--- src/verilog/tsf_pkg.sv ---
// package for the transceiver status flag logic
// assumes a single 100 MHz system clock
package tsf_pkg;

  // ****************************************
  // clock and timing
  // ****************************************
  localparam int unsigned CLK_MHZ         = 100;
  localparam int unsigned TX_DOM_MIN_NS   = 4000;
  localparam int unsigned WAKE_PHASE_NS   = 5000;
  localparam int unsigned WAKE_WINDOW_US  = 500;
  localparam int unsigned TX_DOM_CYC      = (TX_DOM_MIN_NS * CLK_MHZ + 999) / 1000;
  localparam int unsigned WAKE_PHASE_CYC  = (WAKE_PHASE_NS * CLK_MHZ + 999) / 1000;
  localparam int unsigned WAKE_WINDOW_CYC = WAKE_WINDOW_US * CLK_MHZ;
  localparam int unsigned CNT_W           = 16;
  localparam int unsigned EDGE_CNT_W      = 3;
  localparam logic [2:0]  TX_EDGES_NEEDED = 3'h4;

  // ****************************************
  // operating modes
  // ****************************************
  typedef enum logic [4:0] {
    TSF_SLEEP   = 5'h01,
    TSF_STANDBY = 5'h02,
    TSF_GOSLEEP = 5'h04,
    TSF_NORMAL  = 5'h08,
    TSF_LISTEN  = 5'h10
  } tsf_mode_t;

  // ****************************************
  // flag shown on the fault output
  // ****************************************
  typedef enum logic [4:0] {
    TSF_SHOW_WAKE   = 5'h01,
    TSF_SHOW_POWER_ON_FLAG   = 5'h02,
    TSF_SHOW_SRC    = 5'h04,
    TSF_SHOW_BUS    = 5'h08,
    TSF_SHOW_LOCAL  = 5'h10
  } tsf_sel_t;

  // ****************************************
  // bus wakeup pattern states
  // ****************************************
  typedef enum logic [3:0] {
    TSF_WK_IDLE = 4'h1,
    TSF_WK_DOM1 = 4'h2,
    TSF_WK_REC  = 4'h4,
    TSF_WK_DOM2 = 4'h8
  } tsf_wk_t;

endpackage
--- src/verilog/tsf_bus_wake.sv ---
// bus wakeup pattern detector: dominant, recessive, dominant, each
// at least the minimum phase, whole pattern inside the window
// assumes bus_dom synchronous to clk_sys
`timescale 1ns/1ps
`default_nettype none
module tsf_bus_wake
  import tsf_pkg::*;
(
  input  wire logic clk_sys,
  input  wire logic rstn,
  input  wire logic bus_dom,
  output var  logic wake_pulse
);

  tsf_wk_t           state;
  logic [CNT_W-1:0]  phase_cnt;
  logic [CNT_W-1:0]  win_cnt;
  logic              phase_ok;
  logic              win_over;

  assign phase_ok = (phase_cnt >= CNT_W'(WAKE_PHASE_CYC - 1));
  assign win_over = (win_cnt >= CNT_W'(WAKE_WINDOW_CYC - 1));

  // ****************************************
  // pattern sequencer
  // ****************************************
  always_ff @(posedge clk_sys or negedge rstn)
  begin
    if (!rstn)
    begin
      state      <= TSF_WK_IDLE;
      phase_cnt  <= '0;
      win_cnt    <= '0;
      wake_pulse <= 1'b0;
    end
    else
    begin
      wake_pulse <= 1'b0;
      phase_cnt  <= (phase_cnt == '1) ? phase_cnt : phase_cnt + 1'b1;
      win_cnt    <= win_cnt + 1'b1;
      unique case (state)
        TSF_WK_IDLE:
        begin
          win_cnt   <= '0;
          phase_cnt <= '0;
          if (bus_dom)
            state <= TSF_WK_DOM1;
        end
        TSF_WK_DOM1:
        begin
          if (!bus_dom)
          begin
            phase_cnt <= '0;
            state     <= phase_ok ? TSF_WK_REC : TSF_WK_IDLE;
          end
        end
        TSF_WK_REC:
        begin
          if (win_over)
            state <= TSF_WK_IDLE;
          else if (bus_dom)
          begin
            phase_cnt <= '0;
            state     <= phase_ok ? TSF_WK_DOM2 : TSF_WK_DOM1;
          end
        end
        TSF_WK_DOM2:
        begin
          if (win_over)
            state <= TSF_WK_IDLE;
          else if (!bus_dom)
            state <= TSF_WK_IDLE;
          else if (phase_ok)
          begin
            wake_pulse <= 1'b1;
            state      <= TSF_WK_IDLE;
          end
        end
      endcase
    end
  end

endmodule // tsf_bus_wake
`default_nettype wire

--- src/verilog/tsf_flags.sv ---
// status flag keeper and fault status multiplexer of the transceiver
// assumes all inputs synchronous to clk_sys; mode_req is one-hot
//
// Behaviour
// - five flags, one shown by mode history
// - wakeup sets flag only in low-power modes
// - wakeups ignored in normal and listen-only
// - low-power modes show wakeup flag, low active, while io_supply is high
// - wakeup flag cleared by normal or undervoltage
// - no sleep entry while wakeup flag set
// - wakeup flag mirrored on receive pin in low-power modes
// - power-on also sets wakeup and source flags
// - battery recovery sets power-on, shown listen-only
// - power-on flag cleared entering normal
// - normal first shows wakeup source flag
// - source flag goes high leaving normal
// - four long dominant transmits select bus flag
// - bus flag resets leaving normal, recount needed
// - bus failure only reported, no action
// - listen-only from normal shows local failure
// - local failure disables transmitter
// - local failure cleared by normal or rx
// - bus flag low only on real short
// - bus wakeup needs dom-rec-dom pattern
`timescale 1ns/1ps
`default_nettype none
module tsf_flags
  import tsf_pkg::*;
(
  input  wire logic       clk_sys,
  input  wire logic       rstn,
  input  wire logic [4:0] mode_req,
  input  wire logic       bus_dom,
  input  wire logic       txd_dom,
  input  wire logic       local_wake,
  input  wire logic       vbat_recover,
  input  wire logic       supply_undervoltage_flag,
  input  wire logic       io_supply,
  input  wire logic       bus_short,
  input  wire logic       local_fault,
  output logic [4:0]      mode,
  output logic            fault_status_out,
  output logic            rxd_out,
  output logic            tx_enable
);

  logic                  wake_flag;
  logic                  power_on_flag;
  logic                  src_flag;
  logic                  bus_fail_flag;
  logic                  local_fail_flag;
  tsf_mode_t             cur_mode;
  tsf_mode_t             prev_mode;
  tsf_mode_t             next_mode;
  logic                  mode_change;
  logic                  enter_normal;
  logic                  leave_normal;
  logic                  low_power;
  logic                  bus_wake;
  logic                  wake_event;
  logic                  local_wake_q;
  logic                  local_edge;
  logic                  txd_q;
  logic                  tx_rise;
  logic                  tx_armed;
  logic                  diag_reset;
  logic [CNT_W-1:0]      dom_cnt;
  logic                  dom_counted;
  logic [EDGE_CNT_W-1:0] tx_edges;
  logic                  rx_recover;
  tsf_sel_t              sel;
  logic                  sel_value;

  // ****************************************
  // helpers
  // ****************************************
  function automatic logic is_low_power(input tsf_mode_t m);
    is_low_power = (m == TSF_SLEEP) || (m == TSF_STANDBY) || (m == TSF_GOSLEEP);
  endfunction

  function automatic logic is_dom_long(input logic [CNT_W-1:0] c);
    is_dom_long = (c == CNT_W'(TX_DOM_CYC - 1));
  endfunction

  // ****************************************
  // mode control
  // ****************************************
  always_comb
  begin
    next_mode = cur_mode;
    // a refused sleep keeps mode and history
    unique case (mode_req)
      5'h01:   next_mode = wake_flag ? cur_mode : TSF_SLEEP;
      5'h02:   next_mode = TSF_STANDBY;
      5'h04:   next_mode = TSF_GOSLEEP;
      5'h08:   next_mode = TSF_NORMAL;
      5'h10:   next_mode = TSF_LISTEN;
      default: next_mode = cur_mode;
    endcase
  end

  assign mode_change  = (next_mode != cur_mode);
  assign enter_normal = mode_change && (next_mode == TSF_NORMAL);
  assign leave_normal = mode_change && (cur_mode == TSF_NORMAL);
  assign low_power    = is_low_power(cur_mode);

  always_ff @(posedge clk_sys or negedge rstn)
  begin
    if (!rstn)
    begin
      cur_mode  <= TSF_STANDBY;
      prev_mode <= TSF_STANDBY;
    end
    else if (mode_change)
    begin
      cur_mode  <= next_mode;
      prev_mode <= cur_mode;
    end
  end

  assign mode = cur_mode;

  // ****************************************
  // wakeup sources
  // ****************************************
  tsf_bus_wake u_bus_wake
  (
    .clk_sys    (clk_sys),
    .rstn       (rstn),
    .bus_dom    (bus_dom),
    .wake_pulse (bus_wake)
  );

  always_ff @(posedge clk_sys or negedge rstn)
  begin
    if (!rstn)
      local_wake_q <= 1'b0;
    else
      local_wake_q <= local_wake;
  end

  // either edge of the wake input counts
  assign local_edge = local_wake ^ local_wake_q;
  assign wake_event = (bus_wake || local_edge) && low_power;

  // ****************************************
  // wakeup flag
  // ****************************************
  // a set wins over a clear in the same cycle
  always_ff @(posedge clk_sys or negedge rstn)
  begin
    if (!rstn)
      wake_flag <= 1'b1;
    else if (vbat_recover)
      wake_flag <= 1'b1;
    else if (wake_event)
      wake_flag <= 1'b1;
    else if (enter_normal || supply_undervoltage_flag)
      wake_flag <= 1'b0;
  end

  // ****************************************
  // power-on flag
  // ****************************************
  always_ff @(posedge clk_sys or negedge rstn)
  begin
    if (!rstn)
      power_on_flag <= 1'b1;
    else if (vbat_recover)
      power_on_flag <= 1'b1;
    else if (enter_normal)
      power_on_flag <= 1'b0;
  end

  // ****************************************
  // wakeup source flag, low for local wake
  // ****************************************
  // a local wake wins a tie with a bus wake
  always_ff @(posedge clk_sys or negedge rstn)
  begin
    if (!rstn)
      src_flag <= 1'b0;
    else if (vbat_recover)
      src_flag <= 1'b0;
    else if (local_edge && low_power)
      src_flag <= 1'b0;
    else if (bus_wake && low_power)
      src_flag <= 1'b1;
    else if (leave_normal)
      src_flag <= 1'b1;
  end

  // ****************************************
  // transmitted dominant phase counter
  // ****************************************
  always_ff @(posedge clk_sys or negedge rstn)
  begin
    if (!rstn)
      txd_q <= 1'b0;
    else
      txd_q <= txd_dom;
  end

  // only a recessive-to-dominant edge opens a phase
  assign tx_rise    = txd_dom && !txd_q;
  assign diag_reset = (cur_mode != TSF_NORMAL) || leave_normal;

  always_ff @(posedge clk_sys or negedge rstn)
  begin
    if (!rstn)
      tx_armed <= 1'b0;
    else if (!txd_dom || !tx_enable)
      tx_armed <= 1'b0;
    else if (tx_rise)
      tx_armed <= 1'b1;
  end

  always_ff @(posedge clk_sys or negedge rstn)
  begin
    if (!rstn)
    begin
      dom_cnt     <= '0;
      dom_counted <= 1'b0;
    end
    else if (!txd_dom || !tx_enable)
    begin
      dom_cnt     <= '0;
      dom_counted <= 1'b0;
    end
    else
    begin
      if (dom_cnt != '1)
        dom_cnt <= dom_cnt + 1'b1;
      if (tx_armed && is_dom_long(dom_cnt))
        dom_counted <= 1'b1;
    end
  end

  always_ff @(posedge clk_sys or negedge rstn)
  begin
    if (!rstn)
      tx_edges <= '0;
    else if (diag_reset)
      tx_edges <= '0;
    else if (txd_dom && tx_enable && tx_armed && !dom_counted
             && is_dom_long(dom_cnt)
             && tx_edges != TX_EDGES_NEEDED)
      tx_edges <= tx_edges + 1'b1;
  end

  // ****************************************
  // bus failure flag, low only on short
  // ****************************************
  // taken during each long phase, the last one wins
  always_ff @(posedge clk_sys or negedge rstn)
  begin
    if (!rstn)
      bus_fail_flag <= 1'b1;
    else if (diag_reset)
      bus_fail_flag <= 1'b1;
    else if (dom_counted)
      bus_fail_flag <= !bus_short;
  end

  // ****************************************
  // local failure flag and transmitter gate
  // ****************************************
  assign rx_recover = bus_dom && !txd_dom;

  always_ff @(posedge clk_sys or negedge rstn)
  begin
    if (!rstn)
      local_fail_flag <= 1'b1;
    else if (local_fault)
      local_fail_flag <= 1'b0;
    else if (enter_normal || rx_recover)
      local_fail_flag <= 1'b1;
  end

  // stays off after a fault until a recovery event
  always_ff @(posedge clk_sys or negedge rstn)
  begin
    if (!rstn)
      tx_enable <= 1'b0;
    else
      tx_enable <= local_fail_flag && !local_fault
                   && (cur_mode == TSF_NORMAL);
  end

  // ****************************************
  // flag selection
  // ****************************************
  always_comb
  begin
    sel = TSF_SHOW_WAKE;
    unique case (cur_mode)
      TSF_SLEEP, TSF_STANDBY, TSF_GOSLEEP:
        sel = TSF_SHOW_WAKE;
      TSF_NORMAL:
        sel = (tx_edges == TX_EDGES_NEEDED) ? TSF_SHOW_BUS : TSF_SHOW_SRC;
      // history picks the flag shown in listen-only
      TSF_LISTEN:
        sel = (prev_mode == TSF_NORMAL) ? TSF_SHOW_LOCAL : TSF_SHOW_POWER_ON_FLAG;
    endcase
  end

  always_comb
  begin
    sel_value = 1'b1;
    unique case (sel)
      TSF_SHOW_WAKE:  sel_value = !(wake_flag && io_supply);
      TSF_SHOW_POWER_ON_FLAG:  sel_value = !power_on_flag;
      TSF_SHOW_SRC:   sel_value = src_flag;
      TSF_SHOW_BUS:   sel_value = bus_fail_flag;
      TSF_SHOW_LOCAL: sel_value = local_fail_flag;
    endcase
  end

  // ****************************************
  // registered outputs
  // ****************************************
  always_ff @(posedge clk_sys or negedge rstn)
  begin
    if (!rstn)
      fault_status_out <= 1'b1;
    else
      fault_status_out <= sel_value;
  end

  always_ff @(posedge clk_sys or negedge rstn)
  begin
    if (!rstn)
      rxd_out <= 1'b1;
    else if (low_power)
      rxd_out <= !wake_flag;
    else
      rxd_out <= !bus_dom;
  end

endmodule // tsf_flags
`default_nettype wire

--- config.mk ---
export PLATFORM = sky130hd
export DESIGN_NAME = tsf_flags
export DESIGN_NICKNAME = d
export VERILOG_FILES = /design/src/verilog/tsf_pkg.sv /design/src/verilog/tsf_bus_wake.sv /design/src/verilog/tsf_flags.sv
export SDC_FILE = /design/constraint.sdc
export NUM_CORES = 1
export LEC_CHECK = 0
export CAP_MARGIN = 20
export CORE_UTILIZATION = 29
export CTS_CLUSTER_SIZE = 28
export DETAILED_ROUTE_END_ITERATION = 10
export DONT_BUFFER_PORTS = 1
export PLACE_DENSITY = 0.5
export SLEW_MARGIN = 20
export SYNTH_ARGS = -nofsm -noshare
export SYNTH_HDL_FRONTEND = slang
export SYNTH_SLANG_ARGS = --single-unit
--- constraint.sdc ---
create_clock -name clk_sys -period 2.25 [get_ports clk_sys]
set_input_delay 0.1125 -clock clk_sys [delete_from_list [all_inputs] [get_ports clk_sys]]
set_output_delay 0.1125 -clock clk_sys [all_outputs]
set_load 0.1 [all_outputs]
==> flow_summary.rst, run 1 <==
.. list-table::
   :header-rows: 1

   * - Metric
     - Value
   * - Status
     - completed
   * - Clock root buffer
     - sky130_fd_sc_hd__clkbuf_16
   * - Area of the die
     - approximately 15000 sq um
   * - Die outline width
     - 121 um
   * - Reg2Reg Depth
     - 6
   * - Worst slack after detailed placement
     - 0.156 ns
   * - Fraction of layout instances using a drive strength above 1
     - 14.5%
   * - Number of global-route vias before repair
     - 3074
   * - Cell accounting for the most synthesized area
     - sky130_fd_sc_hd__dfrtp_1
   * - Commonest cells in the synthesized netlist
     - sky130_fd_sc_hd__dfrtp_1, sky130_fd_sc_hd__nor2_1, sky130_fd_sc_hd__nand2_1, sky130_fd_sc_hd__xor2_1, sky130_fd_sc_hd__nand3_1
   * - Detailed Routing Iterations Pass 1
     - 4
   * - First-pass GRT wire length
     - 14500 um
   * - Number of antenna repair diodes
     - 0
   * - Accumulated negative setup slack
     - 0 ns
   * - Kind of start point of the critical path
     - register
   * - Internal reg-to-reg setup slack
     - 0.13 ns
   * - Sum of routed wire segments on met1
     - 4080 um
   * - Smallest setup slack after layout
     - 0.133 ns
   * - Post-synth EDFFs
     - 0
   * - CTS H-tree lvls
     - 3
   * - Synth async-reset ratio
     - 100%
   * - Post-Route Skew
     - 0.00453 ns
   * - Post-CTS setup buffers
     - 0
   * - Destination of the worst hold path
     - fault_status_out
   * - Mean cell area of the mapped netlist
     - a little under 10 sq um
   * - Crit. End Element
     - register
   * - Fraction of the cycle the final worst path needs
     - 94.1%
   * - Power density over the cells
     - 862 nW/um^2
   * - Max clock buf depth
     - 2
   * - Maximum resistive drop on vdd
     - 0.000407 V
   * - Cell area after technology mapping
     - roughly 4100 sq um
   * - Maximum number of pins on one net before global-route repair
     - ~80
   * - Top post-synthesis cells by area
     - sky130_fd_sc_hd__dfrtp_1, sky130_fd_sc_hd__nor2_1, sky130_fd_sc_hd__dfstp_2
   * - Library cells used by synthesis
     - just over 60
   * - Max layer used
     - met4
   * - Number of endpoints with negative hold slack in the final report
     - 0
   * - Dpl cell area
     - 4400 sq um
   * - Aggregate routed wire length
     - 8480 um
   * - Met3 Wirelength
     - between 200 and 300 um
   * - Buffers on Ports
     - 0
   * - Worst Path Max Fanout
     - 9
   * - Share of the synthesized area in the top cell type
     - 42.1%
   * - Number of standard cells after synthesis
     - 417
   * - Highest Clock Rate
     - roughly 470 MHz
   * - Worst slew margin relative to its limit
     - about three fifths
   * - Worst Min Path Start
     - io_supply
   * - Relative area change from synthesis to final layout
     - 17.4%
   * - Most used flip-flop cell after synthesis
     - sky130_fd_sc_hd__dfrtp_1
   * - Wire length per cell after detailed routing
     - 13.5 um
   * - Launch point of the worst reg-to-reg path
     - wake_flag
   * - Met2 Wirelength
     - 3960 um
   * - Top-Level Pins
     - 23
   * - Weighted congestion at the end of routability-driven global placement
     - 0.818
   * - Clock edge transition at the registers on the reported setup and hold paths
     - 0.06 ns
   * - Minimum clock period after layout
     - 2.12 ns
   * - Vias per cell
     - 4.84
   * - Post-DRT Antenna Nets
     - 0
   * - Clk_lat worst skew
     - 0.33 ns
   * - Final number of setup-violating endpoints
     - 0
   * - Post-detailed-route DRC marker count
     - 0
   * - Syn Nets
     - 437
   * - Placeable Area
     - ~14000 sq um
   * - Number of max-capacitance violations reported
     - 0
   * - Static leakage
     - approximately 0.0021 uW
   * - Required time reported for the critical path endpoint
     - around 2.5 ns
   * - Critical path class
     - reg2reg
   * - Sinks on the clock net
     - 78
   * - Height of the die
     - about 120 um
   * - Flip-flop and latch count after synthesis
     - 78
   * - Capturing point of the worst reg2reg path
     - prev_mode[4]
   * - Sequential element share of the synthesized area
     - 47.8%
   * - Post-cts resize count
     - 0
   * - Final global-route overflow total
     - 0
   * - Worst Hold Path Cells
     - 3
   * - Path class of the lowest-slack min-delay path
     - in2reg
   * - Count of hold-fix buffers inserted at cts
     - 10
   * - Total half-perimeter wirelength after legalization and detailed placement
     - 5850 um
   * - Number of buffers created by CTS
     - 9
   * - Clock tree from TritonCTS
     - done
   * - Initial cell density of the core
     - 29.7%
   * - Number of warning messages in the yosys log
     - 0
   * - Pin slew with the least headroom to its limit
     - between 0.6 and 0.7 ns
   * - DRC violation total after the first TritonRoute iteration
     - around 250
   * - Area of all placed cells without fillers
     - 4810 sq um
   * - Most numerous cell in the Yosys netlist
     - sky130_fd_sc_hd__dfrtp_1
   * - Nets@finish
     - 463
   * - Total number of vias
     - roughly 3000
   * - RSZ-0062 raised after global routing
     - no
   * - WP data arrival
     - 2.33 ns
   * - Overall fraction of global-route tracks in use
     - 12.7%
   * - Initial antenna violation count
     - 0
   * - Final slew viol count
     - 0
   * - Core Rows
     - 43
==> where the power goes <==
group          total [uW]  internal [uW]  switching, uW
registers            1840           1600            243
clock network        1470            914            558
logic                 833            354            479
total                4150           2870           1280
==> critical path, cell delays in order (launching register included) <==
cell                       delay (ns)
sky130_fd_sc_hd__dfstp_2         0.36
sky130_fd_sc_hd__or4b_1          0.53
sky130_fd_sc_hd__o21ai_0         0.12
sky130_fd_sc_hd__a211oi_2        0.16
sky130_fd_sc_hd__o31a_4          0.41
sky130_fd_sc_hd__nand2_8         0.12
sky130_fd_sc_hd__mux2_4          0.30
==> stage by stage <==
stage | hold WS (ns) | util, % | std cells | total power, uW
floorplan | -0.183 | - | 417 | 2450
CTS | 0.00371 | 34.8 | 628 | 4210
finish | 0.0224 | 34.8 | 628 | 4150
detailed placement | -0.181 | 31.8 | 602 | 2660
global placement | -0.181 | 31.8 | 602 | 2630
global route | 0.0335 | 34.8 | 628 | 4380
==> routing by layer <==
| layer | up-vias | GRT usage (%) |
|---|---|---|
| met5 | - | 0 |
| met4 | 0 | 6.02 |
| met3 | 15 | 2.87 |
| met2 | 41 | 20.8 |
| met1 | 1458 | 15.7 |
| li1 | 1526 | - |
==> sequential cells by signal (all words and copies together), names as in the netlist <==
register,cells
dom_cnt,16
u_bus_wake.phase_cnt,16
u_bus_wake.win_cnt,16
mode,5
prev_mode,5
u_bus_wake.state,4
tx_edges,3
bus_fail_flag,1
dom_counted,1
fault_status_out,1
local_fail_flag,1
local_wake_q,1
power_on_flag,1
rxd_out,1
src_flag,1
tx_armed,1
tx_enable,1
txd_q,1
u_bus_wake.wake_pulse,1
wake_flag,1
==> cell type report <==
class / instances / area (sq um)
Clock inverter: 4 / 45.0
Fill cell: 1382 / 9010
Sequential cell: 78 / 1970
Tap cell: 180 / 225
Multi-Input combinational cell: 313 / 2030
Inverter: 17 / 63.8
Timing Repair Buffer: 24 / 223
Clock buffer: 12 / 256
==> how the worst max path moves through the flow <==
stage | startpoint | endpoint | slack, ns
after floorplan | mode[3] | prev_mode[2] | 0.02
after global placement | wake_flag | prev_mode[4] | 0.17
after detailed placement | wake_flag | prev_mode[2] | 0.16
after CTS | wake_flag | prev_mode[4] | 0.14
after global routing | u_bus_wake.phase_cnt[0] | u_bus_wake.phase_cnt[10] | 0.02
final | wake_flag | prev_mode[4] | 0.13
==> layout by cell type (no fill, tap or decap), types with 9 or more instances in the layout <==
master	instances
sky130_fd_sc_hd__a21oi_1	12
sky130_fd_sc_hd__and3_1	11
sky130_fd_sc_hd__buf_4	14
sky130_fd_sc_hd__clkbuf_16	9
sky130_fd_sc_hd__dfrtp_1	66
sky130_fd_sc_hd__dfstp_2	9
sky130_fd_sc_hd__dlygate4sd3_1	9
sky130_fd_sc_hd__inv_1	17
sky130_fd_sc_hd__nand2_1	27
sky130_fd_sc_hd__nand3_1	26
sky130_fd_sc_hd__nand4_1	10
sky130_fd_sc_hd__nor2_1	65
sky130_fd_sc_hd__nor3_1	16
sky130_fd_sc_hd__o21ai_0	9
sky130_fd_sc_hd__xnor2_1	13
sky130_fd_sc_hd__xor2_1	27
==> kinds of logic (layout without fill, tap and decap cells) <==
group | Yosys count | in the layout | synth area share, %
fa+ha+maj | 5 | 5 | 1.52
mux | 13 | 13 | 3.78
compound gates | 61 | 61 | 11.4
buf+inv | 26 | 57 | 2.56
xor+xnor | 40 | 40 | 8.54
flops | 78 | 78 | 47.9
simple gates | 194 | 194 | 24.4
No activity file was read; power rests on OpenSTA's default activity.
==> inputs of run 2 (changes only) <==
--- a/config.mk
+++ b/config.mk
@@ -5,12 +5,15 @@
 export SDC_FILE = /design/constraint.sdc
 export NUM_CORES = 1
 export LEC_CHECK = 0
+export ABC_CLOCK_PERIOD_IN_PS = 2250
 export CAP_MARGIN = 20
+export CELL_PAD_IN_SITES_DETAIL_PLACEMENT = 1
+export CELL_PAD_IN_SITES_GLOBAL_PLACEMENT = 1
 export CORE_UTILIZATION = 29
 export CTS_CLUSTER_SIZE = 28
 export DETAILED_ROUTE_END_ITERATION = 10
 export DONT_BUFFER_PORTS = 1
-export PLACE_DENSITY = 0.5
+export PLACE_DENSITY = 0.58
 export SLEW_MARGIN = 20
 export SYNTH_ARGS = -nofsm -noshare
 export SYNTH_HDL_FRONTEND = slang
==> run 2 against run 1 <==
Compared with the run above:
- routed wire length increased by 11%
- total power increased by 5.0%
- critical endpoint unchanged
- clock skew increased by 0.0026 ns
- first-iteration DRC count decreased by 44%
- combinational power increased by 1%
- clock power increased by 13%
- critical path depth unchanged
- sequential power about the same
==> flow_summary.rst, run 2 (synthesis gave the netlist of run 1 again) <==
.. list-table::
   :header-rows: 1

   * - Metric
     - Value
   * - Launching element of the worst setup path
     - wake_flag
   * - Launch point of the worst reg-to-reg path
     - wake_flag
   * - Final slew viol count
     - 0 (unchanged)
   * - Overall fraction of global-route tracks in use
     - 14.2% (+1.5 points)
   * - DRC violation total after the first TritonRoute iteration
     - 138 (-44%)
   * - Crit. End Element
     - register
   * - Final number of setup-violating endpoints
     - 0 (unchanged)
   * - Buffers on Ports
     - 0 (unchanged)
   * - Most common library cell in the layout ignoring fill and taps
     - sky130_fd_sc_hd__dfrtp_1
   * - Critical path class
     - reg2reg
   * - Highest-count cells in the layout ignoring fill and taps
     - sky130_fd_sc_hd__dfrtp_1, sky130_fd_sc_hd__nor2_1, sky130_fd_sc_hd__nand2_1, sky130_fd_sc_hd__xor2_1, sky130_fd_sc_hd__nand3_1
   * - Initial cell density of the core
     - 29.7% (unchanged)
   * - Final instance count without filler cells
     - 635 (+1.1%)
   * - Accumulated negative setup slack
     - 0 ns (unchanged)
   * - Kind of start point of the critical path
     - register
   * - Highest Clock Rate
     - 458 MHz (-3.0%)
   * - Capture point of the critical path
     - prev_mode[4]
   * - Nets@finish
     - 470 (+1.5%)
   * - Clock edge transition at the registers on the reported setup and hold paths
     - 0.06 ns (about the same)
   * - Largest registers
     - dom_cnt (16), u_bus_wake.phase_cnt (16), u_bus_wake.win_cnt (16)
   * - Status
     - completed
   * - Capturing point of the worst reg2reg path
     - prev_mode[4]
   * - Die outline width
     - 121 um (unchanged)
   * - Aggregate routed wire length
     - 9440 um (+11%)
   * - Final core occ
     - 35.5% (+0.72 points)
   * - Minimum clock period after layout
     - 2.18 ns (+0.0655 ns)
   * - Sinks on the clock net
     - 78 (unchanged)
   * - Worst slew margin relative to its limit
     - 61.8% (+2.9 points)
   * - Final global-route overflow total
     - 0 (unchanged)
   * - Maximum number of pins on one net before global-route repair
     - 79 (unchanged)
   * - Area of the die
     - 14600 sq um (unchanged)
   * - Power density over the cells
     - 886 nW/um^2 (+2.8%)
   * - Fraction of layout instances using a drive strength above 1
     - 16.0% (+1.5 points)
   * - Maximum resistive drop on vdd
     - 0.000391 V (-3.9%)
   * - Post-DRT Antenna Nets
     - 0 (unchanged)
   * - Worst Hold Path Cells
     - 2 (-1)
   * - WP data arrival
     - 2.41 ns (+0.08 ns)
   * - Clock root buffer
     - sky130_fd_sc_hd__clkbuf_16
   * - Internal reg-to-reg setup slack
     - 0.07 ns (-0.07 ns)
   * - Clk_lat worst skew
     - 0.34 ns (about the same)
   * - Number of max-capacitance violations reported
     - 0 (unchanged)
   * - Top-Level Pins
     - 23 (unchanged)
   * - Max clock buf depth
     - 2 (unchanged)
   * - Number of endpoints with negative hold slack in the final report
     - 0 (unchanged)
   * - Number of buffers created by CTS
     - 9 (unchanged)
   * - Post-Route Hold Slack
     - 0.0201 ns (-0.00231 ns)
   * - Initial antenna violation count
     - 0 (unchanged)
   * - Relative area change from synthesis to final layout
     - 19.8%
   * - Detailed Routing Iterations Pass 1
     - 4 (unchanged)
   * - Pin slew with the least headroom to its limit
     - 0.565 ns (-0.0428 ns)
   * - CTS H-tree lvls
     - 3 (unchanged)
   * - Fraction of the cycle the final worst path needs
     - 97.0% (+2.9 points)
   * - Required time reported for the critical path endpoint
     - 2.47 ns (about the same)
   * - Reg2Reg Depth
     - 6 (unchanged)
   * - Vias per cell
     - 4.95 (+2.3%)
   * - Clock tree from TritonCTS
     - done
   * - First-pass GRT wire length
     - 16400 um (+13%)
   * - Number of global-route vias before repair
     - 3307 (+7.6%)
   * - Post-detailed-route DRC marker count
     - 0 (unchanged)
   * - Number of antenna repair diodes
     - 0 (unchanged)
   * - Path class of the lowest-slack min-delay path
     - in2reg
   * - Static leakage
     - 0.00210 uW (+2.2%)
   * - Worst Path Max Fanout
     - 9 (unchanged)
   * - Total power of the final layout
     - 4350 uW (+5.0%)
   * - Wire length per cell after detailed routing
     - 14.9 um (+10%)
   * - Post-Route Skew
     - 0.00714 ns (+0.00261 ns)
   * - Core Rows
     - 43 (unchanged)
   * - Cell Count Post-Placement
     - 604 (+0.33%)
   * - Placeable Area
     - 13800 sq um (unchanged)
   * - Weighted congestion at the end of routability-driven global placement
     - 0.815 (-0.37%)
   * - Total half-perimeter wirelength after legalization and detailed placement
     - 6430 um (+10%)
   * - Height of the die
     - 121 um (unchanged)
   * - Total number of vias
     - 3144 (+3.4%)
run 2: cell count changes in the layout (fill, tap and decap cells not counted), moves of 2 or more:
cell | before | now
sky130_fd_sc_hd__bufinv_16 | 1 | 3
sky130_fd_sc_hd__buf_4 | 14 | 20
sky130_fd_sc_hd__clkinv_2 | 3 | 1
sky130_fd_sc_hd__clkbuf_8 | 2 | 0
run 2: repair_timing:
action,in CTS,in global routing
endpoints found under the hold margin,93,0
setup buffers,0,4
hold buffers,11,0
setup endpoints to repair,0,17
resized for setup,0,2
run 2: worst min path at each step:
| stage | startpoint | end |
|---|---|---|
| after floorplan | rstn | dom_cnt[0] |
| after global placement | rstn | u_bus_wake.win_cnt[3] |
| after detailed placement | rstn | u_bus_wake.win_cnt[0] |
| after CTS | bus_short | bus_fail_flag |
| after global routing | mode_req[0] | mode[4] |
| final | bus_short | bus_fail_flag |
run 2: critical path, cell delays in order, from the launching register on:
cell                       delay, ns
sky130_fd_sc_hd__dfstp_2        0.37
sky130_fd_sc_hd__or4b_1         0.55
sky130_fd_sc_hd__o21ai_0        0.14
sky130_fd_sc_hd__a211oi_2       0.17
sky130_fd_sc_hd__o31a_4         0.41
sky130_fd_sc_hd__nand2_8        0.13
sky130_fd_sc_hd__mux2_4         0.30
run 2: through the flow:
stage | cell area [sq um] | setup WS [ns]
after detailed placement | 4410 | 0.0929
final | 4910 | 0.0679
after global placement | 4410 | 0.164
after global routing | 4910 | -0.00195
after floorplan | 4110 | 0.0194
after CTS | 4880 | 0.0741
run 2: metal layers:
metal | GRT usage, % | vias up | part of all wire, %
met1 | 19.0 | 1567 | 49
met5 | 0 | - | 0
met3 | 3.71 | 8 | 2.9
met2 | 22.1 | 25 | 47
met4 | 4.86 | 0 | 1.4
li1 | - | 1544 | -
run 2: report_power, final:
| part | switching, uW | total, uW | internal [uW] |
|---|---|---|---|
| clock network | 581 | 1660 | 1080 |
| registers | 244 | 1840 | 1600 |
| logic | 486 | 845 | 359 |
run 2: area by class of cell:
cell class | count | area (sq um)
Fill cell | 1579 | 8910
Multi-Input combinational cell | 313 | 2040
Sequential cell | 78 | 1970
Timing Repair Buffer | 31 | 278
Clock buffer | 10 | 229
Tap cell | 180 | 225
Clock inverter | 6 | 111
Inverter | 17 | 63.8
